## config.mk

```make
export PLATFORM = sky130hd
export DESIGN_NAME = etc_top
export DESIGN_NICKNAME = d
export VERILOG_FILES = /design/src/hw/etc_pkg.sv /design/src/hw/etc_edge_qual.sv /design/src/hw/etc_top.sv
export SDC_FILE = /design/constraint.sdc
export NUM_CORES = 1
export LEC_CHECK = 0
export BUFFER_PORTS_ARGS = -buffer_cell sky130_fd_sc_hd__buf_2
export CORE_MARGIN = 2
export CORE_UTILIZATION = 53
export DETAILED_ROUTE_END_ITERATION = 16
export GPL_TIMING_DRIVEN = 0
export HOLD_SLACK_MARGIN = 0.05
export PLACE_DENSITY = 0.82
export REMOVE_ABC_BUFFERS = 1
export SYNTH_ARGS = -nofsm -noshare
export SYNTH_HDL_FRONTEND = slang
export SYNTH_SLANG_ARGS = --single-unit
export TNS_END_PERCENT = 30
```

## constraint.sdc

```tcl
create_clock -name pclk -period 5.1 [get_ports pclk]
set_input_delay 0.255 -clock pclk [delete_from_list [all_inputs] [get_ports pclk]]
set_output_delay 0.255 -clock pclk [all_outputs]
set_load 0.1 [all_outputs]
```

## src/hw/etc_pkg.sv

```systemverilog
// Purpose: Shared constants for the edge timed charge control block.
// Assumes: APB slave with 32-bit data, registers of up to 16 bits in the low half.
// Notes:   Offsets are byte addresses of aligned words.
package etc_pkg;
  localparam logic [11:0] ETC_OFS_CTRL   = 12'h000;
  localparam logic [11:0] ETC_OFS_CUR    = 12'h004;
  localparam logic [11:0] ETC_OFS_STAT   = 12'h008;
  localparam logic [11:0] ETC_OFS_MASK   = 12'h00C;
  localparam int          ETC_B_EN       = 15;
  localparam int          ETC_B_IDLE     = 13;
  localparam int          ETC_B_DGEN     = 12;
  localparam int          ETC_B_PASS     = 11;
  localparam int          ETC_B_ORDER    = 10;
  localparam int          ETC_B_GND      = 9;
  localparam int          ETC_B_TRIG     = 8;
  localparam int          ETC_B_POL2     = 7;
  localparam int          ETC_B_SRC2     = 5;
  localparam int          ETC_B_POL1     = 4;
  localparam int          ETC_B_SRC1     = 2;
  localparam int          ETC_B_SEEN2    = 1;
  localparam int          ETC_B_SEEN1    = 0;
  localparam logic [15:0] ETC_CTRL_WMASK = 16'hBFFF;
  localparam logic [15:0] ETC_CUR_WMASK  = 16'hFF00;
  localparam logic [15:0] ETC_CTRL_RST   = 16'h0000;
  localparam logic [15:0] ETC_CUR_RST    = 16'h0000;
  localparam int          ETC_B_TRIM     = 10;
  localparam int          ETC_B_RANGE    = 8;
  localparam int          ETC_I_SEEN1    = 0;
  localparam int          ETC_I_SEEN2    = 1;
  localparam int          ETC_I_PULSE    = 2;
  localparam int          ETC_IRQ_W      = 3;
  localparam logic [1:0]  ETC_SRC_TIMER  = 2'h0;
  localparam logic [1:0]  ETC_SRC_OCMP   = 2'h1;
  localparam logic [1:0]  ETC_SRC_PIN2   = 2'h2;
  localparam logic [1:0]  ETC_SRC_PIN1   = 2'h3;
  localparam logic [1:0]  ETC_RNG_OFF    = 2'h0;
  typedef enum logic [1:0] {
    ETC_DG_IDLE   = 2'b00,
    ETC_DG_CHARGE = 2'b01,
    ETC_DG_DONE   = 2'b10
  } etc_dg_state_t;
endpackage : etc_pkg

```

## src/hw/etc_edge_qual.sv

```systemverilog
// Purpose: Selects one edge source and detects the chosen polarity.
// Assumes: Sources are synchronous to pclk.
// Notes:   Pulse is one cycle wide.
`timescale 1ns/1ns
module etc_edge_qual
  import etc_pkg::*;
(
  input  wire logic       pclk,
  input  wire logic       presetn,
  input  wire logic [1:0] sel,
  input  wire logic       rising,
  input  wire logic       timer_evt,
  input  wire logic       ocmp_evt,
  input  wire logic       pin_one,
  input  wire logic       pin_two,
  output logic            edge_pulse
);
  logic src;
  logic src_reg;

  always_comb begin
    unique case (sel)
      ETC_SRC_PIN1:  src = pin_one;
      ETC_SRC_PIN2:  src = pin_two;
      ETC_SRC_OCMP:  src = ocmp_evt;
      ETC_SRC_TIMER: src = timer_evt;
    endcase
  end

  always_ff @(posedge pclk or negedge presetn) begin
    if (!presetn) begin
      src_reg <= 1'b0;
    end else begin
      src_reg <= src;
    end
  end

  assign edge_pulse = rising ? (src & ~src_reg) : (~src & src_reg);
endmodule : etc_edge_qual

```

## src/hw/etc_top.sv

```systemverilog
// Purpose: Digital control of a charge time measurement unit behind APB.
// Assumes: All inputs synchronous to pclk; comparator output level from analog side.
// Notes:   APB answers with zero wait states.
//
// Implementation choices: register access over APB and the register addresses.
`timescale 1ns/1ns
module etc_top
  import etc_pkg::*;
(
  input  wire logic        pclk,
  input  wire logic        presetn,
  input  wire logic        psel,
  input  wire logic        penable,
  input  wire logic        pwrite,
  input  wire logic [11:0] paddr,
  input  wire logic [31:0] pwdata,
  output logic      [31:0] prdata,
  output logic             pready,
  output logic             pslverr,
  input  wire logic        idle_mode,
  input  wire logic        timer_evt,
  input  wire logic        ocmp_evt,
  input  wire logic        ext_edge_pin_one,
  input  wire logic        ext_edge_pin_two,
  input  wire logic        comp_trip,
  output logic             charge_on,
  output logic             route_to_comp_b,
  output logic             source_ground,
  output logic      [5:0]  current_trim,
  output logic      [1:0]  current_range,
  output logic             trigger_out,
  output logic             delay_pulse_out,
  output logic             irq
);
  logic [15:0]          ctrl_reg;
  logic [15:0]          cur_reg;
  logic [ETC_IRQ_W-1:0] stat_reg;
  logic [ETC_IRQ_W-1:0] mask_reg;
  etc_dg_state_t        dg_reg;
  logic                 e1_raw;
  logic                 e2_raw;
  logic                 active;
  logic                 e1_ok;
  logic                 e2_ok;
  logic                 wr;
  logic                 rd;
  logic                 dec_ok;
  logic                 pulse_evt;
  logic [15:0]          ctrl_wr;
  logic [ETC_IRQ_W-1:0] evt;

  etc_edge_qual u_edge1 (
    .pclk       (pclk),
    .presetn    (presetn),
    .sel        (ctrl_reg[ETC_B_SRC1+:2]),
    .rising     (ctrl_reg[ETC_B_POL1]),
    .timer_evt  (timer_evt),
    .ocmp_evt   (ocmp_evt),
    .pin_one    (ext_edge_pin_one),
    .pin_two    (ext_edge_pin_two),
    .edge_pulse (e1_raw)
  );

  etc_edge_qual u_edge2 (
    .pclk       (pclk),
    .presetn    (presetn),
    .sel        (ctrl_reg[ETC_B_SRC2+:2]),
    .rising     (ctrl_reg[ETC_B_POL2]),
    .timer_evt  (timer_evt),
    .ocmp_evt   (ocmp_evt),
    .pin_one    (ext_edge_pin_one),
    .pin_two    (ext_edge_pin_two),
    .edge_pulse (e2_raw)
  );

  // Unit runs only when enabled and not halted by idle.
  assign active = ctrl_reg[ETC_B_EN] & ~(ctrl_reg[ETC_B_IDLE] & idle_mode);
  assign e1_ok  = active & ctrl_reg[ETC_B_PASS] & e1_raw;
  assign e2_ok  = active & ctrl_reg[ETC_B_PASS] & e2_raw
                & (~ctrl_reg[ETC_B_ORDER] | ctrl_reg[ETC_B_SEEN1]);

  assign wr     = psel & penable & pwrite;
  assign rd     = psel & ~penable & ~pwrite;
  assign dec_ok = (paddr == ETC_OFS_CTRL) | (paddr == ETC_OFS_CUR)
                | (paddr == ETC_OFS_STAT) | (paddr == ETC_OFS_MASK);
  assign pulse_evt = (dg_reg == ETC_DG_CHARGE) & comp_trip;
  assign evt = {pulse_evt, e2_ok, e1_ok};

  // Software write merged with hardware-set seen flags; a set wins over a clear.
  always_comb begin
    ctrl_wr = ctrl_reg;
    if (wr && paddr == ETC_OFS_CTRL) begin
      ctrl_wr = pwdata[15:0] & ETC_CTRL_WMASK;
    end
    if (e1_ok) begin
      ctrl_wr[ETC_B_SEEN1] = 1'b1;
    end
    if (e2_ok) begin
      ctrl_wr[ETC_B_SEEN2] = 1'b1;
    end
  end

  always_ff @(posedge pclk or negedge presetn) begin
    if (!presetn) begin
      ctrl_reg <= ETC_CTRL_RST;
    end else begin
      ctrl_reg <= ctrl_wr;
    end
  end

  always_ff @(posedge pclk or negedge presetn) begin
    if (!presetn) begin
      cur_reg <= ETC_CUR_RST;
    end else if (wr && paddr == ETC_OFS_CUR) begin
      cur_reg <= pwdata[15:0] & ETC_CUR_WMASK;
    end
  end

  always_ff @(posedge pclk or negedge presetn) begin
    if (!presetn) begin
      mask_reg <= '0;
    end else if (wr && paddr == ETC_OFS_MASK) begin
      mask_reg <= pwdata[ETC_IRQ_W-1:0];
    end
  end

  always_ff @(posedge pclk or negedge presetn) begin
    if (!presetn) begin
      stat_reg <= '0;
    end else if (wr && paddr == ETC_OFS_STAT) begin
      stat_reg <= (stat_reg & ~pwdata[ETC_IRQ_W-1:0]) | evt;
    end else begin
      stat_reg <= stat_reg | evt;
    end
  end

  always_ff @(posedge pclk or negedge presetn) begin
    if (!presetn) begin
      irq <= 1'b0;
    end else begin
      irq <= |(((stat_reg | evt) & ~((wr && paddr == ETC_OFS_STAT) ? pwdata[ETC_IRQ_W-1:0] : '0) | evt)
               & mask_reg);
    end
  end

  // Delay generation: wait for first edge, charge, pulse on comparator trip.
  always_ff @(posedge pclk or negedge presetn) begin
    if (!presetn) begin
      dg_reg <= ETC_DG_IDLE;
    end else if (!active || !ctrl_reg[ETC_B_DGEN]) begin
      dg_reg <= ETC_DG_IDLE;
    end else begin
      unique case (dg_reg)
        ETC_DG_IDLE:   if (e1_ok) dg_reg <= ETC_DG_CHARGE;
        ETC_DG_CHARGE: if (comp_trip) dg_reg <= ETC_DG_DONE;
        ETC_DG_DONE:   dg_reg <= ETC_DG_IDLE;
        default:       dg_reg <= ETC_DG_IDLE;
      endcase
    end
  end

  always_ff @(posedge pclk or negedge presetn) begin
    if (!presetn) begin
      delay_pulse_out <= 1'b0;
      charge_on       <= 1'b0;
      route_to_comp_b <= 1'b0;
      source_ground   <= 1'b0;
      current_trim    <= '0;
      current_range   <= ETC_RNG_OFF;
      trigger_out     <= 1'b0;
    end else begin
      delay_pulse_out <= pulse_evt;
      charge_on       <= active & (ctrl_reg[ETC_B_DGEN] ? (dg_reg == ETC_DG_CHARGE)
                         : (ctrl_reg[ETC_B_SEEN1] ^ ctrl_reg[ETC_B_SEEN2]));
      route_to_comp_b <= active & ctrl_reg[ETC_B_DGEN];
      source_ground   <= ctrl_reg[ETC_B_GND];
      current_trim    <= cur_reg[ETC_B_TRIM+:6];
      current_range   <= active ? cur_reg[ETC_B_RANGE+:2] : ETC_RNG_OFF;
      trigger_out     <= active & ctrl_reg[ETC_B_TRIG]
                         & (ctrl_reg[ETC_B_SEEN1] | ctrl_reg[ETC_B_SEEN2]);
    end
  end

  // APB read data is registered in the setup cycle; zero wait states.
  always_ff @(posedge pclk or negedge presetn) begin
    if (!presetn) begin
      prdata <= '0;
    end else if (rd) begin
      unique case (paddr)
        ETC_OFS_CTRL: prdata <= {16'h0000, ctrl_reg};
        ETC_OFS_CUR:  prdata <= {16'h0000, cur_reg};
        ETC_OFS_STAT: prdata <= {29'h0000000, stat_reg};
        ETC_OFS_MASK: prdata <= {29'h0000000, mask_reg};
        default:      prdata <= '0;
      endcase
    end
  end

  always_ff @(posedge pclk or negedge presetn) begin
    if (!presetn) begin
      pready  <= 1'b0;
      pslverr <= 1'b0;
    end else begin
      pready  <= psel & ~penable;
      pslverr <= psel & ~penable & ~dec_ok;
    end
  end

  property p_reserved_zero;
    @(posedge pclk) disable iff (!presetn)
      (ctrl_reg & ~ETC_CTRL_WMASK) == 16'h0000 && (cur_reg & ~ETC_CUR_WMASK) == 16'h0000;
  endproperty
  a_reserved_zero: assert property (p_reserved_zero) else $error("Reserved bit set.");

  property p_seen1_set;
    @(posedge pclk) disable iff (!presetn)
      e1_ok |=> ctrl_reg[ETC_B_SEEN1];
  endproperty
  a_seen1_set: assert property (p_seen1_set) else $error("First edge flag not set.");

  property p_seen2_set;
    @(posedge pclk) disable iff (!presetn)
      e2_ok |=> ctrl_reg[ETC_B_SEEN2];
  endproperty
  a_seen2_set: assert property (p_seen2_set) else $error("Second edge flag not set.");

  property p_order;
    @(posedge pclk) disable iff (!presetn)
      (ctrl_reg[ETC_B_ORDER] && !ctrl_reg[ETC_B_SEEN1] && !ctrl_reg[ETC_B_SEEN2] && !e1_ok)
        |=> !ctrl_reg[ETC_B_SEEN2] || $past(wr);
  endproperty
  a_order: assert property (p_order) else $error("Second edge taken out of order.");

  property p_block;
    @(posedge pclk) disable iff (!presetn)
      !ctrl_reg[ETC_B_PASS] |-> !e1_ok && !e2_ok;
  endproperty
  a_block: assert property (p_block) else $error("Edge passed while blocked.");

  property p_pulse;
    @(posedge pclk) disable iff (!presetn)
      (dg_reg == ETC_DG_CHARGE && comp_trip) |=> delay_pulse_out ##1 !delay_pulse_out;
  endproperty
  a_pulse: assert property (p_pulse) else $error("Delay pulse wrong.");

  property p_route;
    @(posedge pclk) disable iff (!presetn)
      $rose(ctrl_reg[ETC_B_DGEN]) && active |=> route_to_comp_b;
  endproperty
  a_route: assert property (p_route) else $error("Current not routed to comparator.");

  property p_disabled;
    @(posedge pclk) disable iff (!presetn)
      !ctrl_reg[ETC_B_EN] ##1 !ctrl_reg[ETC_B_EN] |-> !trigger_out && !route_to_comp_b;
  endproperty
  a_disabled: assert property (p_disabled) else $error("Unit active while disabled.");

  property p_idle;
    @(posedge pclk) disable iff (!presetn)
      ctrl_reg[ETC_B_IDLE] && idle_mode |-> !e1_ok && !e2_ok;
  endproperty
  a_idle: assert property (p_idle) else $error("Edge taken in idle halt.");

  property p_ground_on;
    @(posedge pclk) disable iff (!presetn)
      ctrl_reg[ETC_B_GND] |=> source_ground;
  endproperty
  a_ground_on: assert property (p_ground_on) else $error("Current source not grounded.");

  property p_ground_off;
    @(posedge pclk) disable iff (!presetn)
      !ctrl_reg[ETC_B_GND] |=> !source_ground;
  endproperty
  a_ground_off: assert property (p_ground_off) else $error("Current source grounded.");

  property p_trig_off;
    @(posedge pclk) disable iff (!presetn)
      !ctrl_reg[ETC_B_TRIG] |=> !trigger_out;
  endproperty
  a_trig_off: assert property (p_trig_off) else $error("Trigger out while disabled.");

  property p_range_off;
    @(posedge pclk) disable iff (!presetn)
      !active |=> current_range == ETC_RNG_OFF;
  endproperty
  a_range_off: assert property (p_range_off) else $error("Current source on while unit inactive.");

  property p_range_follow;
    @(posedge pclk) disable iff (!presetn)
      active |=> current_range == $past(cur_reg[ETC_B_RANGE+:2]);
  endproperty
  a_range_follow: assert property (p_range_follow) else $error("Range differs from register.");

  property p_trim_follow;
    @(posedge pclk) disable iff (!presetn)
      1'b1 |=> current_trim == $past(cur_reg[ETC_B_TRIM+:6]);
  endproperty
  a_trim_follow: assert property (p_trim_follow) else $error("Trim differs from register.");

  property p_seen1_hold;
    @(posedge pclk) disable iff (!presetn)
      ctrl_reg[ETC_B_SEEN1] && !(wr && paddr == ETC_OFS_CTRL) |=> ctrl_reg[ETC_B_SEEN1];
  endproperty
  a_seen1_hold: assert property (p_seen1_hold) else $error("First edge flag lost.");

  property p_seen2_hold;
    @(posedge pclk) disable iff (!presetn)
      ctrl_reg[ETC_B_SEEN2] && !(wr && paddr == ETC_OFS_CTRL) |=> ctrl_reg[ETC_B_SEEN2];
  endproperty
  a_seen2_hold: assert property (p_seen2_hold) else $error("Second edge flag lost.");

  property p_route_off;
    @(posedge pclk) disable iff (!presetn)
      !ctrl_reg[ETC_B_DGEN] |=> !route_to_comp_b;
  endproperty
  a_route_off: assert property (p_route_off) else $error("Current routed without delay mode.");

  property p_charge_start;
    @(posedge pclk) disable iff (!presetn)
      active && ctrl_reg[ETC_B_DGEN] && dg_reg == ETC_DG_IDLE && e1_ok |=> dg_reg == ETC_DG_CHARGE;
  endproperty
  a_charge_start: assert property (p_charge_start) else $error("Charge not started on edge.");

  property p_pulse_cause;
    @(posedge pclk) disable iff (!presetn)
      delay_pulse_out |-> $past(dg_reg) == ETC_DG_CHARGE && $past(comp_trip);
  endproperty
  a_pulse_cause: assert property (p_pulse_cause) else $error("Delay pulse without comparator trip.");

  property p_idle_range;
    @(posedge pclk) disable iff (!presetn)
      ctrl_reg[ETC_B_IDLE] && idle_mode |=> current_range == ETC_RNG_OFF;
  endproperty
  a_idle_range: assert property (p_idle_range) else $error("Current source on in idle halt.");
endmodule : etc_top

```

# Yosys cells after proc, flatten, opt, wreduce, memory -nomap -nowiden

Cells that the tools add are included.

Equality and inequality tests: 12
Mux-type cells: 16
Bitwise logic cells: 43
Reductions and logical operators: 15

Operator list:

| cell                                                  | count |
|---|---|
| case mux 16 bit (4 select lines)                      | 1 |
| equality test 12 x 4 -> 1 bit, second input constant  | 2 |
| AND 1 bit                                             | 20 |
| equality test 12 x 3 -> 1 bit, second input constant  | 1 |
| logical NOT 12 bit                                    | 1 |
| 2-to-1 mux 2 bit                                      | 5 |
| AND 3 bit                                             | 3 |
| NOT 1 bit                                             | 9 |
| bitwise OR 3 bit                                      | 3 |
| equality test 2 bit, second input constant            | 4 |
| case mux 1 bit (4 select lines)                       | 2 |
| equality test 2 x 1 -> 1 bit, second input constant   | 3 |
| logical NOT 2 bit                                     | 3 |
| 2-to-1 mux 3 bit                                      | 2 |
| NOT 3 bit                                             | 2 |
| 2-to-1 mux 1 bit                                      | 5 |
| bitwise OR 1 bit                                      | 5 |
| logical AND 1 bit                                     | 4 |
| case mux 2 bit (2 select lines)                       | 1 |
| nonzero test 2 bit                                    | 2 |
| inequality test 3 x 2 -> 1 bit, second input constant | 1 |
| inequality test 3 bit, second input constant          | 1 |
| OR reduction 3 bit                                    | 1 |
| logical NOT 1 bit                                     | 2 |
| 3 further kinds                                       | 3 |

Bits in registers: 81
Bits of input ports: 55
Output and inout bits: 48

# Logic depth before layout (Yosys ltp)

Word-level depth: 12
Depth in mapped cells: 6
Depth with buffers taken out: 5

# By module

From an unflattened synthesis, not the netlist that was laid out.

Cells, all modules: 236
Area total of the unflattened synthesis: 2925.3 um2

Modules (own cells, without submodules):

| module        | times used | cells an instance | area each (um2) | seq. area each (um2) |
|---|---|---|---|---|
| etc_top       | 1          | 226               | 2785.2          | 1576.5 |
| etc_edge_qual | 2          | 5                 | 70.1            | 25.0 |

# Worst setup path before layout

OpenSTA, ideal clock, no wires.

Path type: input-to-reg
Start point: input paddr[7]
End point: register irq
Arrival: 1.844 ns
Data required time: 4.971 ns
Slack: 3.127 ns
Cell stages on the path: 5
Buffers on the path: 0
Path through: or4_4 > nor4_4 > a41oi_1 > a41o_1 > a2111o_1

Word-level cells in the longest chain between the ends: 8

Ends and longest elaborated chain:

| what                          | line           | text |
|---|---|---|
| from (decl)                   | etc_top.sv:15  | `input wire logic [11:0] paddr,` |
| equality test 12 x 4 -> 1 bit | etc_top.sv:141 | `irq <= \|(((stat_reg \| evt) & ~((wr && paddr == ETC_OFS_STAT) ? pwdata[ETC_IRQ_W-1:0] : '0) \| evt)` |
| logical AND 1 bit             | etc_top.sv:141 |  |
| 2-to-1 mux 3 bit              | etc_top.sv:141 |  |
| NOT 3 bit                     | etc_top.sv:141 |  |
| AND 3 bit                     | etc_top.sv:141 |  |
| bitwise OR 3 bit              | etc_top.sv:141 |  |
| AND 3 bit                     | etc_top.sv:142 | `& mask_reg);` |
| OR reduction 3 bit            | etc_top.sv:141 |  |
| to (signal assigned)          | etc_top.sv:141 |  |
| to (decl)                     | etc_top.sv:33  | `output logic irq` |

Every way passes these cells.
A chain may end at the register's enable or synchronous reset.

# Final worst setup path

Start point: register ctrl_reg[2]
End point: register irq

Word-level cells in the longest chain between the ends: 11
Elaborated cells between the ends (all ways): 15
Those cells by class: eq/ne (3); mux (2); bitwise (8); reduce/logical (2)

Ends and longest elaborated chain:

| what                                                       | line                | text |
|---|---|---|
| from (decl)                                                | etc_top.sv:35       | `logic [15:0] ctrl_reg;` |
| from (signal assigned)                                     | etc_top.sv:107      | `ctrl_reg <= ctrl_wr;` |
| equality test 2 x 1 -> 1 bit, or another cell as far along | etc_edge_qual.sv:22 | `unique case (sel)` |
| case mux 1 bit (4 select lines) *                          | etc_edge_qual.sv:22 |  |
| net u_edge1.src                                            | etc_edge_qual.sv:18 | `logic src;` |
| NOT 1 bit                                                  | etc_edge_qual.sv:38 | `assign edge_pulse = rising ? (src & ~src_reg) : (~src & src_reg);` |
| AND 1 bit                                                  | etc_edge_qual.sv:38 |  |
| 2-to-1 mux 1 bit *                                         | etc_edge_qual.sv:38 |  |
| AND 1 bit *                                                | etc_top.sv:78       | `assign e1_ok = active & ctrl_reg[ETC_B_PASS] & e1_raw;` |
| bitwise OR 3 bit                                           | etc_top.sv:141      |  |
| AND 3 bit                                                  | etc_top.sv:141      |  |
| bitwise OR 3 bit *                                         | etc_top.sv:141      |  |
| AND 3 bit *                                                | etc_top.sv:142      |  |
| OR reduction 3 bit *                                       | etc_top.sv:141      |  |

The timed path passes the listed nets; every way through them passes the cells marked *.

==> summary.md <==
| Metric | Value |
|---|---|
| Critical-path cell list | `mux4_2, mux2i_1, and3_1, and2_1, a2111o_1` |
| Startpoint types | `flop` |
| Share of post-route cells with drive strength above 1 | `0.402` |
| First-pass GRT wire length | `9.16 mm` |
| Synthesized cell area | `0.00279 mm2` |
| CP max FO | `3` |
| Synth top area cells | `dfrtp_1 (58%), mux2_2 (10%), mux2i_1 (4.3%), buf_4 (4.3%), o21ai_0 (2.3%)` |
| Vias/cell | `5.16` |
| Clock tree root driver cell | `clkbuf_8` |
| Outcome | `finished clean` |
| H-tree depth | `3` |
| Fin crit share | `0.396` |
| RD Place Congestion | `roughly 0.76` |
| Crit-path leading delay family | `multiplexers` |
| Syn avg cell area | `12.9 um2` |
| Class of the worst hold path | `primary input to asynchronous set/reset pin` |
| Post-route DRC violation count | `0` |
| Gate count of the mapped netlist | `~220` |
| Final Hold Fails | `0` |
| CTS tree | `yes` |
| Part of the power in registers | `0.486` |
| Setup CP Type | `flop to flop` |
| Clock power frac | `0.420` |
| Logic pwr share | `0.094` |
| Crit path required time | `~5.3 ns` |
| VDD IR max | `~190 uV` |
| Post-synthesis sequential area ratio | `0.583` |
| Top_reg_cell synth | `dfrtp_1` |
| Routed Antenna Nets | `0` |
| EDFF count, synth | `0` |
| Row count | `26` |
| Crit path largest cell delay | `0.57 ns` |
| PostCTS Resize Cnt | `0` |
| Initial core utilization | `0.546` |
| Port bufs | `70` |
| Worst-path clk slew | `0.07 ns` |
| Largest family of logic cells by synthesized area | `multiplexers` |
| Global route overflow | `0` |
| Clk_lat worst skew | `0.33 ns` |
| Nets | `347` |
| # setup viols final | `0` |
| Setup repair bufs after CTS | `0` |
| Cell-internal power | `0.800 mW` |
| Synth Area in Compound Gates | `0.0754` |
| WL final | `5.48 mm` |
| Headroom to the max-slew limit | `0.455` |
| Post-Synth Adder-Cell Area | `0.00449` |
| Worst hold slack | `0.00185 ns` |
| Psw | `0.267 mW` |
| Core area | `between 0.005 and 0.006 mm2` |
| Top cell type by total area after synthesis | `dfrtp_1` |
| Final slew viol count | `0` |
| Setup TNS | `0 ns` |
| Post-Synth Simple-Gate Area | `0.114` |
| Power per cell area | `318 mW/mm2` |
| CP arrival | `between 2 and 2.5 ns` |
| Vias in the first global route | `approximately 2000` |
| Ys Warns | `0` |
| Unique cell type count in the Yosys netlist | `a little over 40` |
| Clock skew | `0.00590 ns` |
| Largest net degree at the start of global routing | `66` |
| GRT Total Usage | `0.204` |
| Leak pwr | `1.84 nW` |
| Post-synth top area share | `0.583` |
| Ports | `103` |
| Chip height | `76.5 um` |
| Initial antenna violation count | `0` |
| Antenna cells | `0` |
| Synth Register Bits | `65` |
| Cell Count, Final, Fillers Out | `366` |
| Clock sinks | `65` |
| Max clock buf depth | `2` |
| Filler Cells Inserted | `about 390` |
| CTS Buf Count | `9` |
| Final Util | `0.656` |
| Vias after detailed routing | `approximately 1900` |
| Sw Ratio | `0.250` |
| CP max-delay cell | `mux4_2` |
| Syn-to-layout area delta | `20.2%` |
| Post-DP HPWL | `3.78 mm` |
| Buf+Inv Stages, Crit Path | `0` |
| Cts-stage hold buffer count | `0` |
| Die area | `0.00586 mm2` |
| Worst-Margin Slew | `around 0.82 ns` |
| Placed cell count | `350` |
| Max reg flops | `16` |
| Die W | `76.5 um` |
| Min Tclk post-route | `2.02 ns` |
| Maximum clock frequency | `495 MHz` |
| First DRT Iteration DRCs | `148` |
| # Max-Cap Violations | `0` |
| Xor and xnor area share after synthesis | `0` |
| Average routed wire per standard cell | `~15 um` |
| Mux cell area share after synthesis | `0.160` |
| CP Capture Type | `flop` |
| RSZ-0062 raised after global routing | `no` |
| Async S/R FF share, synth | `1.00` |
| Drt pass-1 iters | `4` |
[metal layers]
layer	vias to the layer above	track usage	routed length (um)
met5	-	0	0
met4	0	0.116	129
met3	13	0.0474	229
met2	52	0.340	2850
met1	939	0.243	2270
li1	883	-	-
[power by group through the flow]
stage | Sequential [mW] | Clock (mW) | Combinational [mW]
finish | 0.518 | 0.448 | 0.100
global placement | 0.528 | 0 | 0.0994
CTS | 0.518 | 0.454 | 0.100
detailed placement | 0.528 | 0 | 0.100
floorplan | 0.535 | 0 | 0.0603
global route | 0.518 | 0.473 | 0.106
[Yosys cell counts (3+ instances only)]
master    count
dfrtp_1      65
mux2_2       25
nand2_1      17
buf_4        16
o21ai_0      13
mux2i_1      12
inv_1         8
a22o_1        5
nand2b_1      5
a22oi_1       3
and2_1        3
and3_1        3
nand3_1       3
nand3b_1      3
nor2_1        3
[final timing paths]
kind | endpoint | startpoint | slack (ns) | cells after the start
worst max register to register | irq | ctrl_reg[2] | 3.08 | 5
worst max-delay path | irq | ctrl_reg[2] | 3.08 | 5
worst min register to register | current_trim[0] | cur_reg[10] | 0.39 | 0
min in group pclk | pready | penable | 0.10 | 2
max in group asynchronous | ctrl_reg[8] | presetn | 4.58 | 1
worst min-delay path | ctrl_reg[15] | presetn | 0.002 | 1
[stage by stage]
stage / setup WS [ns] / power (mW) / cell area (um2)
6_report: 3.08 / 1.07 / 3350
5_1_grt: 3.02 / 1.10 / 3350
4_1_cts: 3.08 / 1.07 / 3350
3_5_place_dp: 2.82 / 0.628 / 3140
3_3_place_gp: 2.84 / 0.627 / 3140
2_1_floorplan: 3.13 / 0.595 / 2700
[kinds of logic (layout without fill, tap and decap cells)]
kind of cell | Yosys count | after routing
flip-flops | 65 | 65
AND/OR/NAND/NOR | 50 | 50
multiplexers | 39 | 39
AO/OA/AOI/OAI | 31 | 31
buffers and inverters | 29 | 94
adder cells (fa/ha/maj) | 1 | 1
other | 1 | 16
[final cells by class]
type                            count  area, um2  share of cell area
Timing Repair Buffer               70        353               0.105
Clock buffer                       14        173              0.0515
Tap cell                           70       87.6              0.0261
Multi-Input combinational cell    137       1050               0.312
Clock inverter                      2       35.0              0.0105
Inverter                            8       30.0             0.00896
Sequential cell                    65       1630               0.485
[layout by cell type (no fill, tap or decap), drive strengths merged, types with 2 or more instances in the layout]
cell	synthesis	layout
a21boi	2	2
a22oi	3	3
and2	4	4
a21o	2	2
buf	19	70
clkbuf	2	14
and3	3	3
nor4	2	2
nand2b	5	5
nand2	18	18
nand3	3	3
conb	1	16
or4	3	3
mux2	25	25
nor2	4	4
o21ai	13	13
mux4	2	2
dfrtp	65	65
mux2i	12	12
nand3b	4	4
inv	8	8
a22o	5	5
Note: power is estimated with default switching activity, not from simulation.
